$ cat src/pkg/umc_pkg.sv
`default_nettype none
package umc_pkg;
  // AXI4-Lite byte addresses
  localparam logic [7:0] ADDR_MODE = 8'h00;
  localparam logic [7:0] ADDR_STATUS = 8'h04;
  localparam logic [7:0] ADDR_MASK = 8'h08;
  localparam logic [7:0] ADDR_CTRL = 8'h0C;
  localparam logic [7:0] ADDR_BAUD = 8'h10;
  // Mode register fields
  localparam int MODE_ENABLE = 15;
  localparam int MODE_SIDL = 13;
  localparam int MODE_IR = 12;
  localparam int MODE_RTS_PIN_MODE = 11;
  localparam int MODE_PINSET_HI = 9;
  localparam int MODE_PINSET_LO = 8;
  localparam int MODE_WAKE = 7;
  localparam int MODE_LOOP = 6;
  localparam int MODE_AUTO_BAUD_ENABLE = 5;
  localparam int MODE_RXINV = 4;
  localparam int MODE_HIGH_SPEED_BAUD_SELECT = 3;
  localparam logic [15:0] MODE_WMASK = 16'hBBFF;
  localparam logic [15:0] MODE_RESET = 16'h0000;
  localparam logic [1:0] PINSET_FULL = 2'h2;
  // Status / mask bits
  localparam int ST_WAKE = 0;
  localparam int ST_AUTO_BAUD_ENABLE = 1;
  localparam int ST_W = 2;
  // Control register bits
  localparam int CTRL_IDLE = 0;
  localparam int CTRL_SLEEP = 1;
  localparam logic [7:0] SYNC_CHAR = 8'h55;
  localparam int BAUD_W = 20;
endpackage
`default_nettype wire

$ cat src/rtl/umc_mode_control.sv
// The register addresses and the AXI4-Lite register port are this design's own decisions.
`timescale 1ns/1ns
`default_nettype none
module umc_mode_control (
  input wire logic mclk,
  input wire logic reset_n,
  input wire logic [7:0] s_axi_awaddr,
  input wire logic s_axi_awvalid,
  output logic s_axi_awready,
  input wire logic [31:0] s_axi_wdata,
  input wire logic [3:0] s_axi_wstrb,
  input wire logic s_axi_wvalid,
  output logic s_axi_wready,
  output logic [1:0] s_axi_bresp,
  output logic s_axi_bvalid,
  input wire logic s_axi_bready,
  input wire logic [7:0] s_axi_araddr,
  input wire logic s_axi_arvalid,
  output logic s_axi_arready,
  output logic [31:0] s_axi_rdata,
  output logic [1:0] s_axi_rresp,
  output logic s_axi_rvalid,
  input wire logic s_axi_rready,
  input wire logic core_tx,
  output logic core_rx,
  output logic core_active,
  input wire logic serial_rx_pin,
  input wire logic clear_to_send_pin,
  output logic serial_tx_pin,
  output logic serial_tx_pin_oe,
  output logic request_to_send_pin_oe,
  output logic clear_to_send_pin_own,
  output logic core_cts,
  output logic irq
);
  logic [1:0] rx_sync_reg, cts_sync_reg;
  logic rx_prev_reg;
  logic [15:0] mode_reg, mode_next;
  logic [1:0] ctrl_reg, ctrl_next;
  logic [umc_pkg::ST_W-1:0] stat_reg, stat_next, mask_reg, mask_next;
  logic [umc_pkg::BAUD_W-1:0] baud_reg, baud_next, cnt_reg, cnt_next;
  logic [3:0] edges_reg, edges_next;
  logic meas_reg, meas_next;
  logic aw_reg, aw_next, w_reg, w_next, bv_reg, bv_next, rv_reg, rv_next;
  logic [7:0] awa_reg, awa_next;
  logic [31:0] wd_reg, wd_next, rd_reg, rd_next;
  logic [1:0] br_reg, br_next, rr_reg, rr_next;
  logic tx_reg, tx_next, txoe_reg, txoe_next, rtsoe_reg, rtsoe_next;
  logic ctsown_reg, ctsown_next, crx_reg, crx_next, act_reg, act_next;
  logic ccts_reg, ccts_next, irq_reg, irq_next;
  logic awr_reg, awr_next, wr_reg, wr_next, arr_reg, arr_next;
  logic en, run, full_pins, rx_pin, rx_line, wr_fire, wake_ev, ab_done, fall;

  always_comb begin
    en = mode_reg[umc_pkg::MODE_ENABLE];
    run = en && !(mode_reg[umc_pkg::MODE_SIDL] && ctrl_reg[umc_pkg::CTRL_IDLE]);
    full_pins = en && mode_reg[umc_pkg::MODE_PINSET_HI:umc_pkg::MODE_PINSET_LO]
      == umc_pkg::PINSET_FULL;
    rx_pin = rx_sync_reg[1] ^ mode_reg[umc_pkg::MODE_RXINV];
    // Infrared pulses are active high on the line; decoder stretches nothing here
    rx_line = mode_reg[umc_pkg::MODE_LOOP] ? tx_reg : rx_pin;
    fall = rx_prev_reg && !rx_line;
    wake_ev = en && ctrl_reg[umc_pkg::CTRL_SLEEP] && mode_reg[umc_pkg::MODE_WAKE] && fall;
    // Sync 0x55 gives five falling edges; start to last edge spans eight bits
    ab_done = meas_reg && fall && edges_reg == 4'h3;
    wr_fire = aw_reg && w_reg && !bv_reg;
  end

  always_comb begin
    aw_next = aw_reg;
    w_next = w_reg;
    awa_next = awa_reg;
    wd_next = wd_reg;
    bv_next = bv_reg;
    br_next = br_reg;
    rv_next = rv_reg;
    rd_next = rd_reg;
    rr_next = rr_reg;
    mode_next = mode_reg;
    ctrl_next = ctrl_reg;
    mask_next = mask_reg;
    stat_next = stat_reg;
    if (s_axi_awvalid && !aw_reg) begin
      aw_next = 1'b1;
      awa_next = s_axi_awaddr;
    end
    if (s_axi_wvalid && !w_reg) begin
      w_next = 1'b1;
      wd_next = s_axi_wdata;
    end
    if (wr_fire) begin
      aw_next = 1'b0;
      w_next = 1'b0;
      bv_next = 1'b1;
      br_next = 2'b00;
      unique case (awa_reg)
        umc_pkg::ADDR_MODE: mode_next = (wd_reg[15:0] & umc_pkg::MODE_WMASK);
        umc_pkg::ADDR_STATUS: stat_next = stat_reg & ~wd_reg[umc_pkg::ST_W-1:0];
        umc_pkg::ADDR_MASK: mask_next = wd_reg[umc_pkg::ST_W-1:0];
        umc_pkg::ADDR_CTRL: ctrl_next = wd_reg[1:0];
        umc_pkg::ADDR_BAUD: ;
        default: br_next = 2'b10;
      endcase
    end
    if (bv_reg && s_axi_bready) bv_next = 1'b0;
    if (s_axi_arvalid && !rv_reg) begin
      rv_next = 1'b1;
      rr_next = 2'b00;
      unique case (s_axi_araddr)
        umc_pkg::ADDR_MODE: rd_next = {16'h0000, mode_reg};
        umc_pkg::ADDR_STATUS: rd_next = {30'h0000_0000, stat_reg};
        umc_pkg::ADDR_MASK: rd_next = {30'h0000_0000, mask_reg};
        umc_pkg::ADDR_CTRL: rd_next = {30'h0000_0000, ctrl_reg};
        umc_pkg::ADDR_BAUD: rd_next = {12'h000, baud_reg};
        default: begin
          rd_next = 32'h0000_0000;
          rr_next = 2'b10;
        end
      endcase
    end else if (rv_reg && s_axi_rready) begin
      rv_next = 1'b0;
    end
    // Hardware clears win after the software write of the same cycle
    if (wake_ev) mode_next[umc_pkg::MODE_WAKE] = 1'b0;
    if (ab_done) mode_next[umc_pkg::MODE_AUTO_BAUD_ENABLE] = 1'b0;
    if (wake_ev) stat_next[umc_pkg::ST_WAKE] = 1'b1;
    if (ab_done) stat_next[umc_pkg::ST_AUTO_BAUD_ENABLE] = 1'b1;
    // Ready flags registered so the bus sees them straight from flip-flops
    awr_next = !aw_next;
    wr_next = !w_next;
    arr_next = !rv_next;
  end

  always_comb begin
    meas_next = meas_reg;
    edges_next = edges_reg;
    cnt_next = cnt_reg;
    baud_next = baud_reg;
    if (!run || !mode_reg[umc_pkg::MODE_AUTO_BAUD_ENABLE]) begin
      meas_next = 1'b0;
      edges_next = 4'h0;
    end else if (!meas_reg && fall) begin
      meas_next = 1'b1;
      edges_next = 4'h0;
      cnt_next = '0;
    end else if (meas_reg) begin
      cnt_next = cnt_reg + 1'b1;
      if (fall) edges_next = edges_reg + 4'h1;
      if (ab_done) begin
        meas_next = 1'b0;
        baud_next = cnt_reg + 1'b1;
      end
    end
  end

  always_comb begin
    // Infrared encoder inverts idle-high data into active-high pulses while high-speed baud select is clear
    tx_next = (mode_reg[umc_pkg::MODE_IR] && mode_reg[umc_pkg::MODE_HIGH_SPEED_BAUD_SELECT] == 1'b0)
      ? ~core_tx : core_tx;
    if (!run) tx_next = 1'b1;
    txoe_next = en;
    rtsoe_next = full_pins;
    ctsown_next = full_pins;
    ccts_next = full_pins ? cts_sync_reg[1] : 1'b0;
    crx_next = run ? (mode_reg[umc_pkg::MODE_IR] ? ~rx_line : rx_line) : 1'b1;
    act_next = run;
    irq_next = |(stat_next & mask_next);
  end

  always_ff @(posedge mclk or negedge reset_n) begin
    if (!reset_n) begin
      rx_sync_reg <= 2'b11;
      cts_sync_reg <= 2'b11;
      rx_prev_reg <= 1'b1;
      mode_reg <= umc_pkg::MODE_RESET;
      ctrl_reg <= 2'b00;
      stat_reg <= '0;
      mask_reg <= '0;
      baud_reg <= '0;
      cnt_reg <= '0;
      edges_reg <= 4'h0;
      meas_reg <= 1'b0;
      aw_reg <= 1'b0;
      w_reg <= 1'b0;
      bv_reg <= 1'b0;
      rv_reg <= 1'b0;
      awa_reg <= 8'h00;
      wd_reg <= 32'h0000_0000;
      rd_reg <= 32'h0000_0000;
      br_reg <= 2'b00;
      rr_reg <= 2'b00;
      tx_reg <= 1'b1;
      txoe_reg <= 1'b0;
      rtsoe_reg <= 1'b0;
      ctsown_reg <= 1'b0;
      crx_reg <= 1'b1;
      act_reg <= 1'b0;
      ccts_reg <= 1'b0;
      irq_reg <= 1'b0;
      awr_reg <= 1'b1;
      wr_reg <= 1'b1;
      arr_reg <= 1'b1;
    end else begin
      rx_sync_reg <= {rx_sync_reg[0], serial_rx_pin};
      cts_sync_reg <= {cts_sync_reg[0], clear_to_send_pin};
      rx_prev_reg <= rx_line;
      mode_reg <= mode_next;
      ctrl_reg <= ctrl_next;
      stat_reg <= stat_next;
      mask_reg <= mask_next;
      baud_reg <= baud_next;
      cnt_reg <= cnt_next;
      edges_reg <= edges_next;
      meas_reg <= meas_next;
      aw_reg <= aw_next;
      w_reg <= w_next;
      bv_reg <= bv_next;
      rv_reg <= rv_next;
      awa_reg <= awa_next;
      wd_reg <= wd_next;
      rd_reg <= rd_next;
      br_reg <= br_next;
      rr_reg <= rr_next;
      tx_reg <= tx_next;
      txoe_reg <= txoe_next;
      rtsoe_reg <= rtsoe_next;
      ctsown_reg <= ctsown_next;
      crx_reg <= crx_next;
      act_reg <= act_next;
      ccts_reg <= ccts_next;
      irq_reg <= irq_next;
      awr_reg <= awr_next;
      wr_reg <= wr_next;
      arr_reg <= arr_next;
    end
  end

  assign s_axi_awready = awr_reg;
  assign s_axi_wready = wr_reg;
  assign s_axi_bvalid = bv_reg;
  assign s_axi_bresp = br_reg;
  assign s_axi_arready = arr_reg;
  assign s_axi_rvalid = rv_reg;
  assign s_axi_rdata = rd_reg;
  assign s_axi_rresp = rr_reg;
  assign serial_tx_pin = tx_reg;
  assign serial_tx_pin_oe = txoe_reg;
  assign request_to_send_pin_oe = rtsoe_reg;
  assign clear_to_send_pin_own = ctsown_reg;
  assign core_rx = crx_reg;
  assign core_active = act_reg;
  assign core_cts = ccts_reg;
  assign irq = irq_reg;

  a_disabled_pins: assert property (@(posedge mclk) disable iff (!reset_n)
    !$past(en) |-> !serial_tx_pin_oe && serial_tx_pin && !core_active)
    else $error("port pins driven while disabled");
  a_idle_halt: assert property (@(posedge mclk) disable iff (!reset_n)
    $past(en && mode_reg[umc_pkg::MODE_SIDL] && ctrl_reg[umc_pkg::CTRL_IDLE])
    |-> !core_active) else $error("port ran in idle with stop-in-idle set");
  a_ir_bypass: assert property (@(posedge mclk) disable iff (!reset_n)
    $past(run && !mode_reg[umc_pkg::MODE_IR]) |-> serial_tx_pin == $past(core_tx))
    else $error("transmit altered while infrared off");
  a_pin_claim: assert property (@(posedge mclk) disable iff (!reset_n)
    $past(full_pins) |-> request_to_send_pin_oe && clear_to_send_pin_own)
    else $error("flow pins not claimed in pin-set 10");
  a_wake_clear: assert property (@(posedge mclk) disable iff (!reset_n)
    wake_ev |=> !mode_reg[umc_pkg::MODE_WAKE] && stat_reg[umc_pkg::ST_WAKE])
    else $error("wake bit not cleared on start edge");
  a_auto_baud_enable_clear: assert property (@(posedge mclk) disable iff (!reset_n)
    ab_done |=> !mode_reg[umc_pkg::MODE_AUTO_BAUD_ENABLE] && baud_reg == $past(cnt_reg) + 1'b1)
    else $error("auto-baud did not complete cleanly");
  a_loop_route: assert property (@(posedge mclk) disable iff (!reset_n)
    mode_reg[umc_pkg::MODE_LOOP] && !mode_reg[umc_pkg::MODE_IR] && run
    && $stable(mode_reg) |=> core_rx == $past(tx_reg))
    else $error("loopback did not return transmit");
  a_irq_level: assert property (@(posedge mclk) disable iff (!reset_n)
    irq == |(stat_reg & mask_reg)) else $error("interrupt level mismatch");
endmodule
`default_nettype wire

$ cat config.mk
export PLATFORM = sky130hd
export DESIGN_NAME = umc_mode_control
export DESIGN_NICKNAME = d
export VERILOG_FILES = /design/src/pkg/umc_pkg.sv /design/src/rtl/umc_mode_control.sv
export SDC_FILE = /design/constraint.sdc
export NUM_CORES = 1
export LEC_CHECK = 0
export ABC_CLOCK_PERIOD_IN_PS = 4200
export BUFFER_PORTS_ARGS = -buffer_cell sky130_fd_sc_hd__buf_2
export CAP_MARGIN = 0
export CELL_PAD_IN_SITES_DETAIL_PLACEMENT = 1
export CELL_PAD_IN_SITES_GLOBAL_PLACEMENT = 1
export CORE_ASPECT_RATIO = 0.8
export CORE_MARGIN = 5
export CORE_UTILIZATION = 47
export DETAILED_ROUTE_END_ITERATION = 16
export PLACE_DENSITY = 0.84
export SLEW_MARGIN = 5
export SYNTH_ARGS = -nofsm -noshare
export SYNTH_HDL_FRONTEND = slang
export SYNTH_SLANG_ARGS = --single-unit
$ cat constraint.sdc
create_clock -name mclk -period 4.2 [get_ports mclk]
set_input_delay 0.42 -clock mclk [delete_from_list [all_inputs] [get_ports mclk]]
set_output_delay 0.42 -clock mclk [all_outputs]
set_load 0.005 [all_outputs]
==> metrics.md, run 1 <==
| Metric | Value |
|---|---|
| Max Slew Vio Count | 0 |
| CP required | approximately 4600 ps |
| I/O pin count | 111 |
| Post-Syn Area | 5890 um2 |
| Area Growth Syn to Fin | 16.9% |
| Worst Max-Slew Pin Slew | 1120 ps |
| DR WL/cell | 21.7 um |
| Worst path cell trace | nand2b_1 -> nand4b_1 -> nor2_1 -> a22o_1 |
| First-pass GRT wire length | 26600 um |
| DIE WIDTH | ~140 um |
| Initial core utilization | 48.2% |
| Post-CTS sizing | 0 |
| Grt total ovfl | 0 |
| Die area | 14900 um2 |
| Largest net degree at the start of global routing | between 70 and 80 |
| Syn Inst Count | about 520 |
| RSZ-0062 raised after global routing | no |
| GP Congestion | between 0.8 and 0.9 |
| Post-CTS Setup Inserts | 0 |
| Post-synth ARST share | 100% |
| Core Footprint | 12200 um2 |
| Total Wirelength | 16700 um |
| Hold-fix buffers, CTS | 0 |
| Via/cell ratio | 5.88 |
| DRC violations left | 0 |
| Vias | between 4000 and 5000 |
| CP max stage delay | 920 ps |
| Static leakage | 0.00324 uW |
| Vias in the first global route | 4797 |
| Startpoint Class | flop |
| Clk sink count | around 130 |
| Top FF cell, synth | dfrtp_1 |
| Drt first-iter violations | between 200 and 300 |
| Dpl hpwl | 10300 um |
| Peak VDD IR | 293 uV |
| Root Buffer | clkbuf_16 |
| Post-Route Skew | 9.04 ps |
| ANT cells | 0 |
| Endpoints failing hold | 0 |
| FF-to-FF path depth | 4 |
| Tmin final | 2840 ps |
| Max_cap viols | 0 |
| Maximum fanout along the worst path | 23 |
| Clock-pin slew of the registers on the worst-case setup and hold paths | 60 ps |
| WHS Path Cells | 1 |
| Nets | 650 |
| Std cell rows | 36 |
| Design Power | 3600 uW |
| Placed instance area | 6310 um2 |
| Layout fillers | roughly 1300 |
| Critical-path top delay cell | nand4b_1 |
| TritonRoute pass-1 iters | 5 |
| Die Y | 110 um |
| Min-Delay Path Class | input port to flop |
| EDFF count, synth | 0 |
| Finish-stage setup viols | 0 |
| Arrival time at the worst endpoint | 3190 ps |
| IO buf count | 74 |
| Fmax | 352 MHz |
| Final Cycle Share | between 60 and 70% |
| TritonCTS clock tree | yes |
| Skew-Pair Late Insertion Delay | 420 ps |
| Seq/Total Area, Yosys | 54.6% |
| Post-layout util | 56.4% |
| PwrDens | roughly 520 nW/um2 |
| Antenna violations before repair | 0 |
| DRT antenna net count | 0 |
| Post-Syn Area per Cell | 11.3 um2 |
| H-tree lvl count | 4 |
| Proportion of layout cells with a drive suffix above 1 | 27.0% |
| CTS buffer count | 17 |
| Synthesis Warnings | 0 |
| Total GRT Usage | a little under a quarter |
| Total negative slack | 0 ps |
| Worst setup EP type | flop |
| Worst slew margin | 24.7% |
| Status | completed |
| CP Class | flop to flop |
| Number of synthesized register bits | between 100 and 150 |
| Clock buffer depth | 2 |
| Unique masters post-synth | 59 |
| Fin area | 6880 um2 |
cell usage after synthesis, types with 10 or more instances:
library cell  count  area [um2]
xnor2_1          14         123
o21ai_0          34         170
or4_1            11        82.6
a31oi_1          10        62.6
nor3_1           11        55.1
a211o_1          11        96.3
nand2_1          30         113
dfstp_2          10         263
mux2_2           34         383
clkbuf_1         18        67.6
inv_1            19        71.3
mux2i_1          19         190
nand3_1          15        75.1
dfrtp_1         118        2950
buf_4            15         113
nor2_1           12        45.0
a21oi_1          29         145
area by class of cell:
type	instances	area, um2	area share [%]
flip-flops and latches	128	3220	46.7
multi-input cells	341	2400	34.9
clock buffers	27	513	7.45
repair buffers	79	410	5.96
well taps	171	214	3.11
inverters	19	71.3	1.04
clock inverters	5	56.3	0.818
power breakdown:
group	switching, uW	internal (uW)
Clock	535	892
Combinational	292	247
Sequential	183	1450
Total	1010	2590
placed cells by master (no fill, tap or decap), drive strengths merged, types with 4 or more instances in the layout:
cell type and n:
nand2 30, xnor2 14, mux2 40, nor2b 4, dfstp 10, nand3b 4
a22o 7, and3 9, mux2i 19, inv 19, nor3 11, a211o 11
o21ai 35, nor4 8, nand4b 4, nor3b 6, or4 11, a21oi 29
dfrtp 118, nor2 12, or3 5, clkbuf 27, nand3 16, or2 5
buf 79, a31oi 10, conb 14
path summary, 6_finish.rpt:
kind | start | endpoint | slack (ps)
worst max-delay path | s_axi_rvalid$_DFF_PN0_ | s_axi_rdata[18]$_DFFE_PN0P_ | 1360
min in group asynchronous | reset_n | s_axi_bvalid$_DFFE_PN0P_ | 170
max in group asynchronous | reset_n | baud_reg[11]$_DFFE_PN0P_ | 3050
worst min register to register | rx_sync_reg[0]$_DFF_PN1_ | rx_sync_reg[1]$_DFF_PN1_ | 360
worst min-delay path | clear_to_send_pin | cts_sync_reg[0]$_DFF_PN1_ | 100
worst max register to register | s_axi_rvalid$_DFF_PN0_ | s_axi_rdata[18]$_DFFE_PN0P_ | 1360
metrics by stage:
stage | hold WS (ps) | instances | worst slack (ps)
finish | 102 | 770 | 1360
detailed placement | 351 | 738 | 1420
CTS | 94.0 | 770 | 1370
global route | 88.5 | 770 | 1240
global placement | 346 | 738 | 1580
floorplan | 124 | 534 | 2160
per-layer routing:
| metal | vias to the layer above | part of all wire [%] | track usage (%) |
|---|---|---|---|
| li1 | 1992 | - | - |
| met1 | 2337 | 41 | 28.1 |
| met2 | 155 | 52 | 41.4 |
| met3 | 41 | 5.4 | 6.08 |
| met4 | 0 | 2.4 | 8.06 |
| met5 | - | 0 | 0 |
kinds of logic (layout without fill, tap and decap cells):
logic type	count (synthesis)	after routing	share of synthesized area (%)
buffers and inverters	65	130	5.44
other	1	14	0.0637
DFF	128	128	54.6
and+or+nand+nor	139	139	14.2
xor gates and xnor gates	14	14	2.08
adders and majority gates	2	2	0.425
muxes	60	60	11.3
AOI/OAI and AO/OA	112	112	12.0
critical path: cells and delay by family, from the launching register on:
family	cells	cell delay (ps)
compound gates	1	220
flops	1	400
simple gates	3	2160
Note: power is estimated with default switching activity, not from simulation.
==> run 2, diff against run 1 <==
Settings changed: ABC_CLOCK_PERIOD_IN_PS 4200 to 2400, CORE_UTILIZATION 47 to 39, PLACE_DENSITY 0.84 to 0.74.
Clock period 4.2 ns to 2.4 ns, I/O delays scaled along.
==> metrics.md, run 2 (synthesis results as in run 1) <==
| Metric | Value |
|---|---|
| WHS Path Cells | 2 |
| Skew-Pair Late Insertion Delay | 430 ps |
| Die area | approximately 18000 um2 |
| Worst path cell trace | ha_1 -> nand3_1 -> or4_1 -> or4_1 -> a31oi_1 |
| Combinational share of power | 15.3% |
| H-tree lvl count | 4 |
| Die Y | 120 um |
| Worst slew margin | between 50% and 60% |
| Core Footprint | ~15000 um2 |
| RSZ-0062 raised after global routing | no |
| Clk sink count | 128 |
| DR WL/cell | between 15 and 20 um |
| Vias in the first global route | about 5000 |
| Critical-path top delay cell | or4_1 |
| Worst setup EP type | flop |
| Largest net degree at the start of global routing | ~130 |
| R2R Setup Slk | between 150 and 200 ps |
| Grt total ovfl | 0 |
| Nets | slightly below 700 |
| Max_cap viols | 0 |
| TritonRoute pass-1 iters | 4 |
| Maximum fanout along the worst path | 7 |
| Reg power frac | 44.8% |
| CTS buffer count | 17 |
| Clock buffer depth | 2 |
| Vias | 4370 |
| DIE WIDTH | approximately 150 um |
| RR Endpoint | baud_reg[18]$_DFFE_PN0P_ |
| Met1 WL | 7090 um |
| Placed instance area | 6480 um2 |
| Most frequent CP cell | or4_1 |
| DR WL met3 | slightly below 800 um |
| Reg2reg start | cnt_reg[0]$_DFFE_PN0P_ |
| Hold_sp | s_axi_awvalid |
| I/O pin count | 111 |
| FF-to-FF path depth | 5 |
| Post-layout util | a little under half |
| CP max stage delay | 660 ps |
| Root Buffer | clkbuf_16 |
| Fmax | 454 MHz |
| Commonest non-fill, non-tap cell in the layout | dfrtp_1 |
| Total GRT Usage | 18.8% |
| DRC violations left | 0 |
| Antenna violations before repair | 0 |
| CP Class | flop to flop |
| Via/cell ratio | 5.39 |
| Endpoints failing hold | 0 |
| Pint | 4600 uW |
| Drt first-iter violations | 245 |
| Hold_ws | 13.2 ps |
| Total Wirelength | about 16000 um |
| ANT cells | 0 |
| Fin area | 7110 um2 |
| Peak VDD IR | 455 uV |
| DRT antenna net count | 0 |
| Finish-stage setup viols | 0 |
| Tmin final | 2200 ps |
| PwrDens | around 890 nW/um2 |
| Most frequent cells in the layout | dfrtp_1 (118), buf_2 (73), o21ai_0 (34), mux2_2 (34), nand2_1 (30) |
| GP Congestion | 0.833 |
| First-pass GRT wire length | ~26000 um |
| Post-CTS sizing | 0 |
| Total negative slack | 0 ps |
| IO buf count | between 70 and 80 |
| Min-Delay Path Class | input port to flop |
| Status | completed |
| Max Slew Vio Count | 0 |
| Top layer in use | met4 |
| Worst Hold Path EP | s_axi_awready$_DFF_PN1_ |
| P_sw | 1760 uW |
| Switch share | 27.7% |
| Initial core utilization | 39.5% |
| Clock-pin slew of the registers on the worst-case setup and hold paths | 50 ps |
| Dpl hpwl | 10500 um |
| Worst Max-Slew Pin Slew | 692 ps |
| Startpoint Class | flop |
| CP required | 2740 ps |
| Std cell rows | 40 |
| Static leakage | 0.00335 uW |
| Arrival time at the worst endpoint | ~2600 ps |
| Proportion of layout cells with a drive suffix above 1 | between 20% and 30% |
| Clock network power share | 39.9% |
| Post-Route Skew | 10.5 ps |
| Area Growth Syn to Fin | 20.8% |
| TritonCTS clock tree | yes |
| Met2 wire length | 7380 um |
| Final Cycle Share | 91.8% |
==> run 2: timing repair <==
action                                 4_1_cts  5_1_grt
hold buffers                                 6        0
endpoints found under the hold margin      123        0
setup buffers                                0        0
==> run 2: worst max path at each step <==
stage	start	endpoint	slack, ps
detailed placement	cnt_reg[0]$_DFFE_PN0P_	baud_reg[18]$_DFFE_PN0P_	250
finish	cnt_reg[0]$_DFFE_PN0P_	baud_reg[18]$_DFFE_PN0P_	200
global route	cnt_reg[8]$_DFFE_PN0P_	baud_reg[19]$_DFFE_PN0P_	90
floorplan	awa_reg[0]$_DFFE_PN0P_	mode_reg[11]$_DFFE_PN0P_	360
CTS	edges_reg[0]$_DFFE_PN0P_	baud_reg[5]$_DFFE_PN0P_	200
global placement	cnt_reg[0]$_DFFE_PN0P_	baud_reg[18]$_DFFE_PN0P_	300
==> run 2: stage by stage <==
| step | std cells | worst slack [ps] | power [uW] |
|---|---|---|---|
| after CTS | 811 | 200 | 6420 |
| after global placement | 773 | 302 | 3760 |
| after floorplan | 534 | 356 | 3410 |
| final | 811 | 196 | 6360 |
| after detailed placement | 773 | 246 | 3840 |
| after global routing | 811 | 94.0 | 6690 |
==> run 2: area by class of cell <==
cell class / count / area (um2)
fillers: 1642 / 7800
inverters: 19 / 71.3
repair buffers: 102 / 611
well taps: 189 / 236
clock inverters: 10 / 113
multi-input cells: 341 / 2400
flip-flops and latches: 128 / 3220
clock buffers: 22 / 464
==> run 2: metal layers <==
layer  track usage, %  vias up
met5                0        -
met4             6.05        0
met3             6.19       23
met2             30.3       90
met1             24.0     2231
li1                 -     2026
==> run 2: power groups by stage <==
stage               clock [uW]  sequential (uW)  combinational, uW
floorplan                    0             2760                650
global placement             0             2840                925
detailed placement           0             2870                969
CTS                       2580             2850                993
global route              2710             2890               1080
finish                    2540             2850                976
==> run 2: critical path: cells and delay by family (launching register included) <==
family / cells / cell delay, ps
simple gates: 3 / 1230
flops: 1 / 430
fa+ha+maj: 1 / 280
compound gates: 1 / 180
==> run 3, diff against run 2 <==
--- a/config.mk
+++ b/config.mk
@@ -6,5 +6,5 @@
 export NUM_CORES = 1
 export LEC_CHECK = 0
-export ABC_CLOCK_PERIOD_IN_PS = 2400
+export ABC_CLOCK_PERIOD_IN_PS = 2300
 export BUFFER_PORTS_ARGS = -buffer_cell sky130_fd_sc_hd__buf_2
 export CAP_MARGIN = 0
@@ -13,7 +13,7 @@
 export CORE_ASPECT_RATIO = 0.8
 export CORE_MARGIN = 5
-export CORE_UTILIZATION = 39
+export CORE_UTILIZATION = 44
 export DETAILED_ROUTE_END_ITERATION = 16
-export PLACE_DENSITY = 0.74
+export PLACE_DENSITY_LB_ADDON = 0.1
 export SLEW_MARGIN = 5
 export SYNTH_ARGS = -nofsm -noshare
==> constraint.sdc (replaced) <==
create_clock -name mclk -period 2.3 [get_ports mclk]
set_input_delay 0.345 -clock mclk [delete_from_list [all_inputs] [get_ports mclk]]
set_output_delay 0.345 -clock mclk [all_outputs]
set_load 0.005 [all_outputs]
==> metrics.md, run 3 (synthesis results as in run 1) <==
| Metric | Value |
|---|---|
| Post-Route Skew | 8.33 ps |
| Combinational share of power | approximately 16% |
| TritonCTS clock tree | yes |
| Tmin final | roughly 2200 ps |
| Reg2reg start | awa_reg[0]$_DFFE_PN0P_ |
| Reg area | 3220 um2 |
| Startpoint Class | flop |
| PwrDens | between 900 and 1000 nW/um2 |
| Nets | 674 |
| Switch share | 26.9% |
| Reg power frac | 44.1% |
| DR WL/cell | 19.0 um |
| Proportion of layout cells with a drive suffix above 1 | 30.5% |
| Placed cell count | roughly 770 |
| Total negative slack | 0 ps |
| FF-to-FF path depth | 4 |
| Met2 wire length | 7350 um |
| Layout fillers | 1392 |
| Worst setup EP type | flop |
| CP required | 2580 ps |
| Top layer in use | met4 |
| CP max stage delay | 690 ps |
| Maximum fanout along the worst path | 6 |
| CP Class | flop to flop |
| Largest net degree at the start of global routing | 50 |
| Clock-pin slew of the registers on the worst-case setup and hold paths | 60 ps |
| Fmax | 464 MHz |
| Max_cap viols | 0 |
| End of the critical path | irq$_DFF_PN0_ |
| Endpoints failing hold | 0 |
| ANT cells | 0 |
| Hold_sp | clear_to_send_pin |
| Total GRT Usage | 19.9% |
| Post-CTS Setup Inserts | 0 |
| Clock buffer depth | 2 |
| Most frequent cells in the layout | dfrtp_1 (118), buf_2 (73), o21ai_0 (34), mux2_2 (34), nand2_1 (30) |
| Final Cycle Share | approximately 94% |
| IO buf count | 74 |
| Via/cell ratio | 5.46 |
| Die Y | around 110 um |
| Most frequent CP cell | or4_1 |
| GP Congestion | 0.820 |
| Drt first-iter violations | between 150 and 200 |
| TritonRoute pass-1 iters | 4 |
| Worst Max-Slew Pin Slew | 679 ps |
| Die area | around 16000 um2 |
| Static leakage | 0.00338 uW |
| Clk sink count | 128 |
| Vias | around 4400 |
| DR WL met3 | between 600 and 700 um |
| Final worst setup slack | 147 ps |
| Area Growth Syn to Fin | 21.3% |
| Placement Setup Slack | 162 ps |
| Peak VDD IR | 614 uV |
| I/O pin count | 111 |
| DIE WIDTH | about 140 um |
| Dpl hpwl | 10900 um |
| Finish-stage setup viols | 0 |
| Total Wirelength | 15200 um |
| Clock network power share | between 40% and 50% |
| Min-Delay Path Class | input port to flop |
| Initial core utilization | between 40% and 50% |
| H-tree lvl count | 4 |
| RSZ-0062 raised after global routing | no |
| Skew-Pair Late Insertion Delay | 420 ps |
| DRT antenna net count | 0 |
| R2R Setup Slk | 150 ps |
| Multi-input gate area | 2400 um2 |
| Worst slew margin | 54.6% |
| Arrival time at the worst endpoint | around 2400 ps |
| Met1 WL | 7050 um |
| Pint | about 4900 uW |
| Std cell rows | 37 |
| Root Buffer | clkbuf_16 |
| Commonest non-fill, non-tap cell in the layout | dfrtp_1 |
| CTS buffer count | 17 |
| Grt total ovfl | 0 |
| Worst path cell trace | or4_1 -> or4_1 -> a2bb2oi_1 -> o22ai_1 |
| Max Slew Vio Count | 0 |
| Final instance count without filler cells | 798 |
| Antenna violations before repair | 0 |
| Crit. Startpoint | awa_reg[0]$_DFFE_PN0P_ |
| First-pass GRT wire length | approximately 25000 um |
| Critical-path top delay cell | or4_1 |
| RR Endpoint | irq$_DFF_PN0_ |
| P_sw | approximately 1800 uW |
| Status | completed |
| DRC violations left | 0 |
| WHS Path Cells | 1 |
| Vias in the first global route | about 4700 |
| Core Footprint | 13000 um2 |
## run 3: cell type report
type,count,share of cell area (%)
clock inverters,9,1.47
repair buffers,103,8.83
clock buffers,23,6.97
inverters,19,0.998
well taps,175,3.07
multi-input cells,341,33.6
flip-flops and latches,128,45.0
## run 3: metrics by stage
step                total power (uW)  util (%)  instance area (um2)  hold slack [ps]
floorplan                       3560         -                 5940             49.4
global placement                3950      50.2                 6530              346
detailed placement              4020      50.2                 6530              348
CTS                             6790      54.9                 7140             9.32
global route                    7050      54.9                 7140             5.75
finish                          6700      54.9                 7140             25.7
## run 3: how the worst min path moves through the flow
stage / end / slack, ps
after global routing: cts_sync_reg[0]$_DFF_PN1_ / 6
after detailed placement: cts_sync_reg[1]$_DFF_PN1_ / 350
after global placement: cts_sync_reg[1]$_DFF_PN1_ / 350
final: cts_sync_reg[0]$_DFF_PN1_ / 30
after CTS: cts_sync_reg[0]$_DFF_PN1_ / 9
after floorplan: aw_reg$_DFF_PN0_ / 50
## run 3: per-layer routing
metal,up-vias,global-route usage (%)
li1,2035,-
met1,2232,25.9
met2,78,33.6
met3,11,5.24
met4,0,4.89
met5,-,0
## run 3: power by group through the flow
| stage | Combinational [uW] | Sequential, uW | Clock [uW] |
|---|---|---|---|
| 2_1_floorplan | 679 | 2880 | 0 |
| 3_3_place_gp | 993 | 2950 | 0 |
| 3_5_place_dp | 1040 | 2990 | 0 |
| 4_1_cts | 1060 | 2960 | 2770 |
| 5_1_grt | 1150 | 3000 | 2900 |
| 6_report | 1040 | 2950 | 2710 |
## run 3: repair_timing
action,in CTS,in global routing
hold endpoints to repair,34,0
resized for setup,0,1
setup endpoints to repair,0,2
hold buffers,1,0
## run 3: critical path, delay by kind of cell (launching register included)
family	cells	cell delay (ps)
AND/OR/NAND/NOR	2	1270
flip-flops	1	370
AO/OA/AOI/OAI	2	390
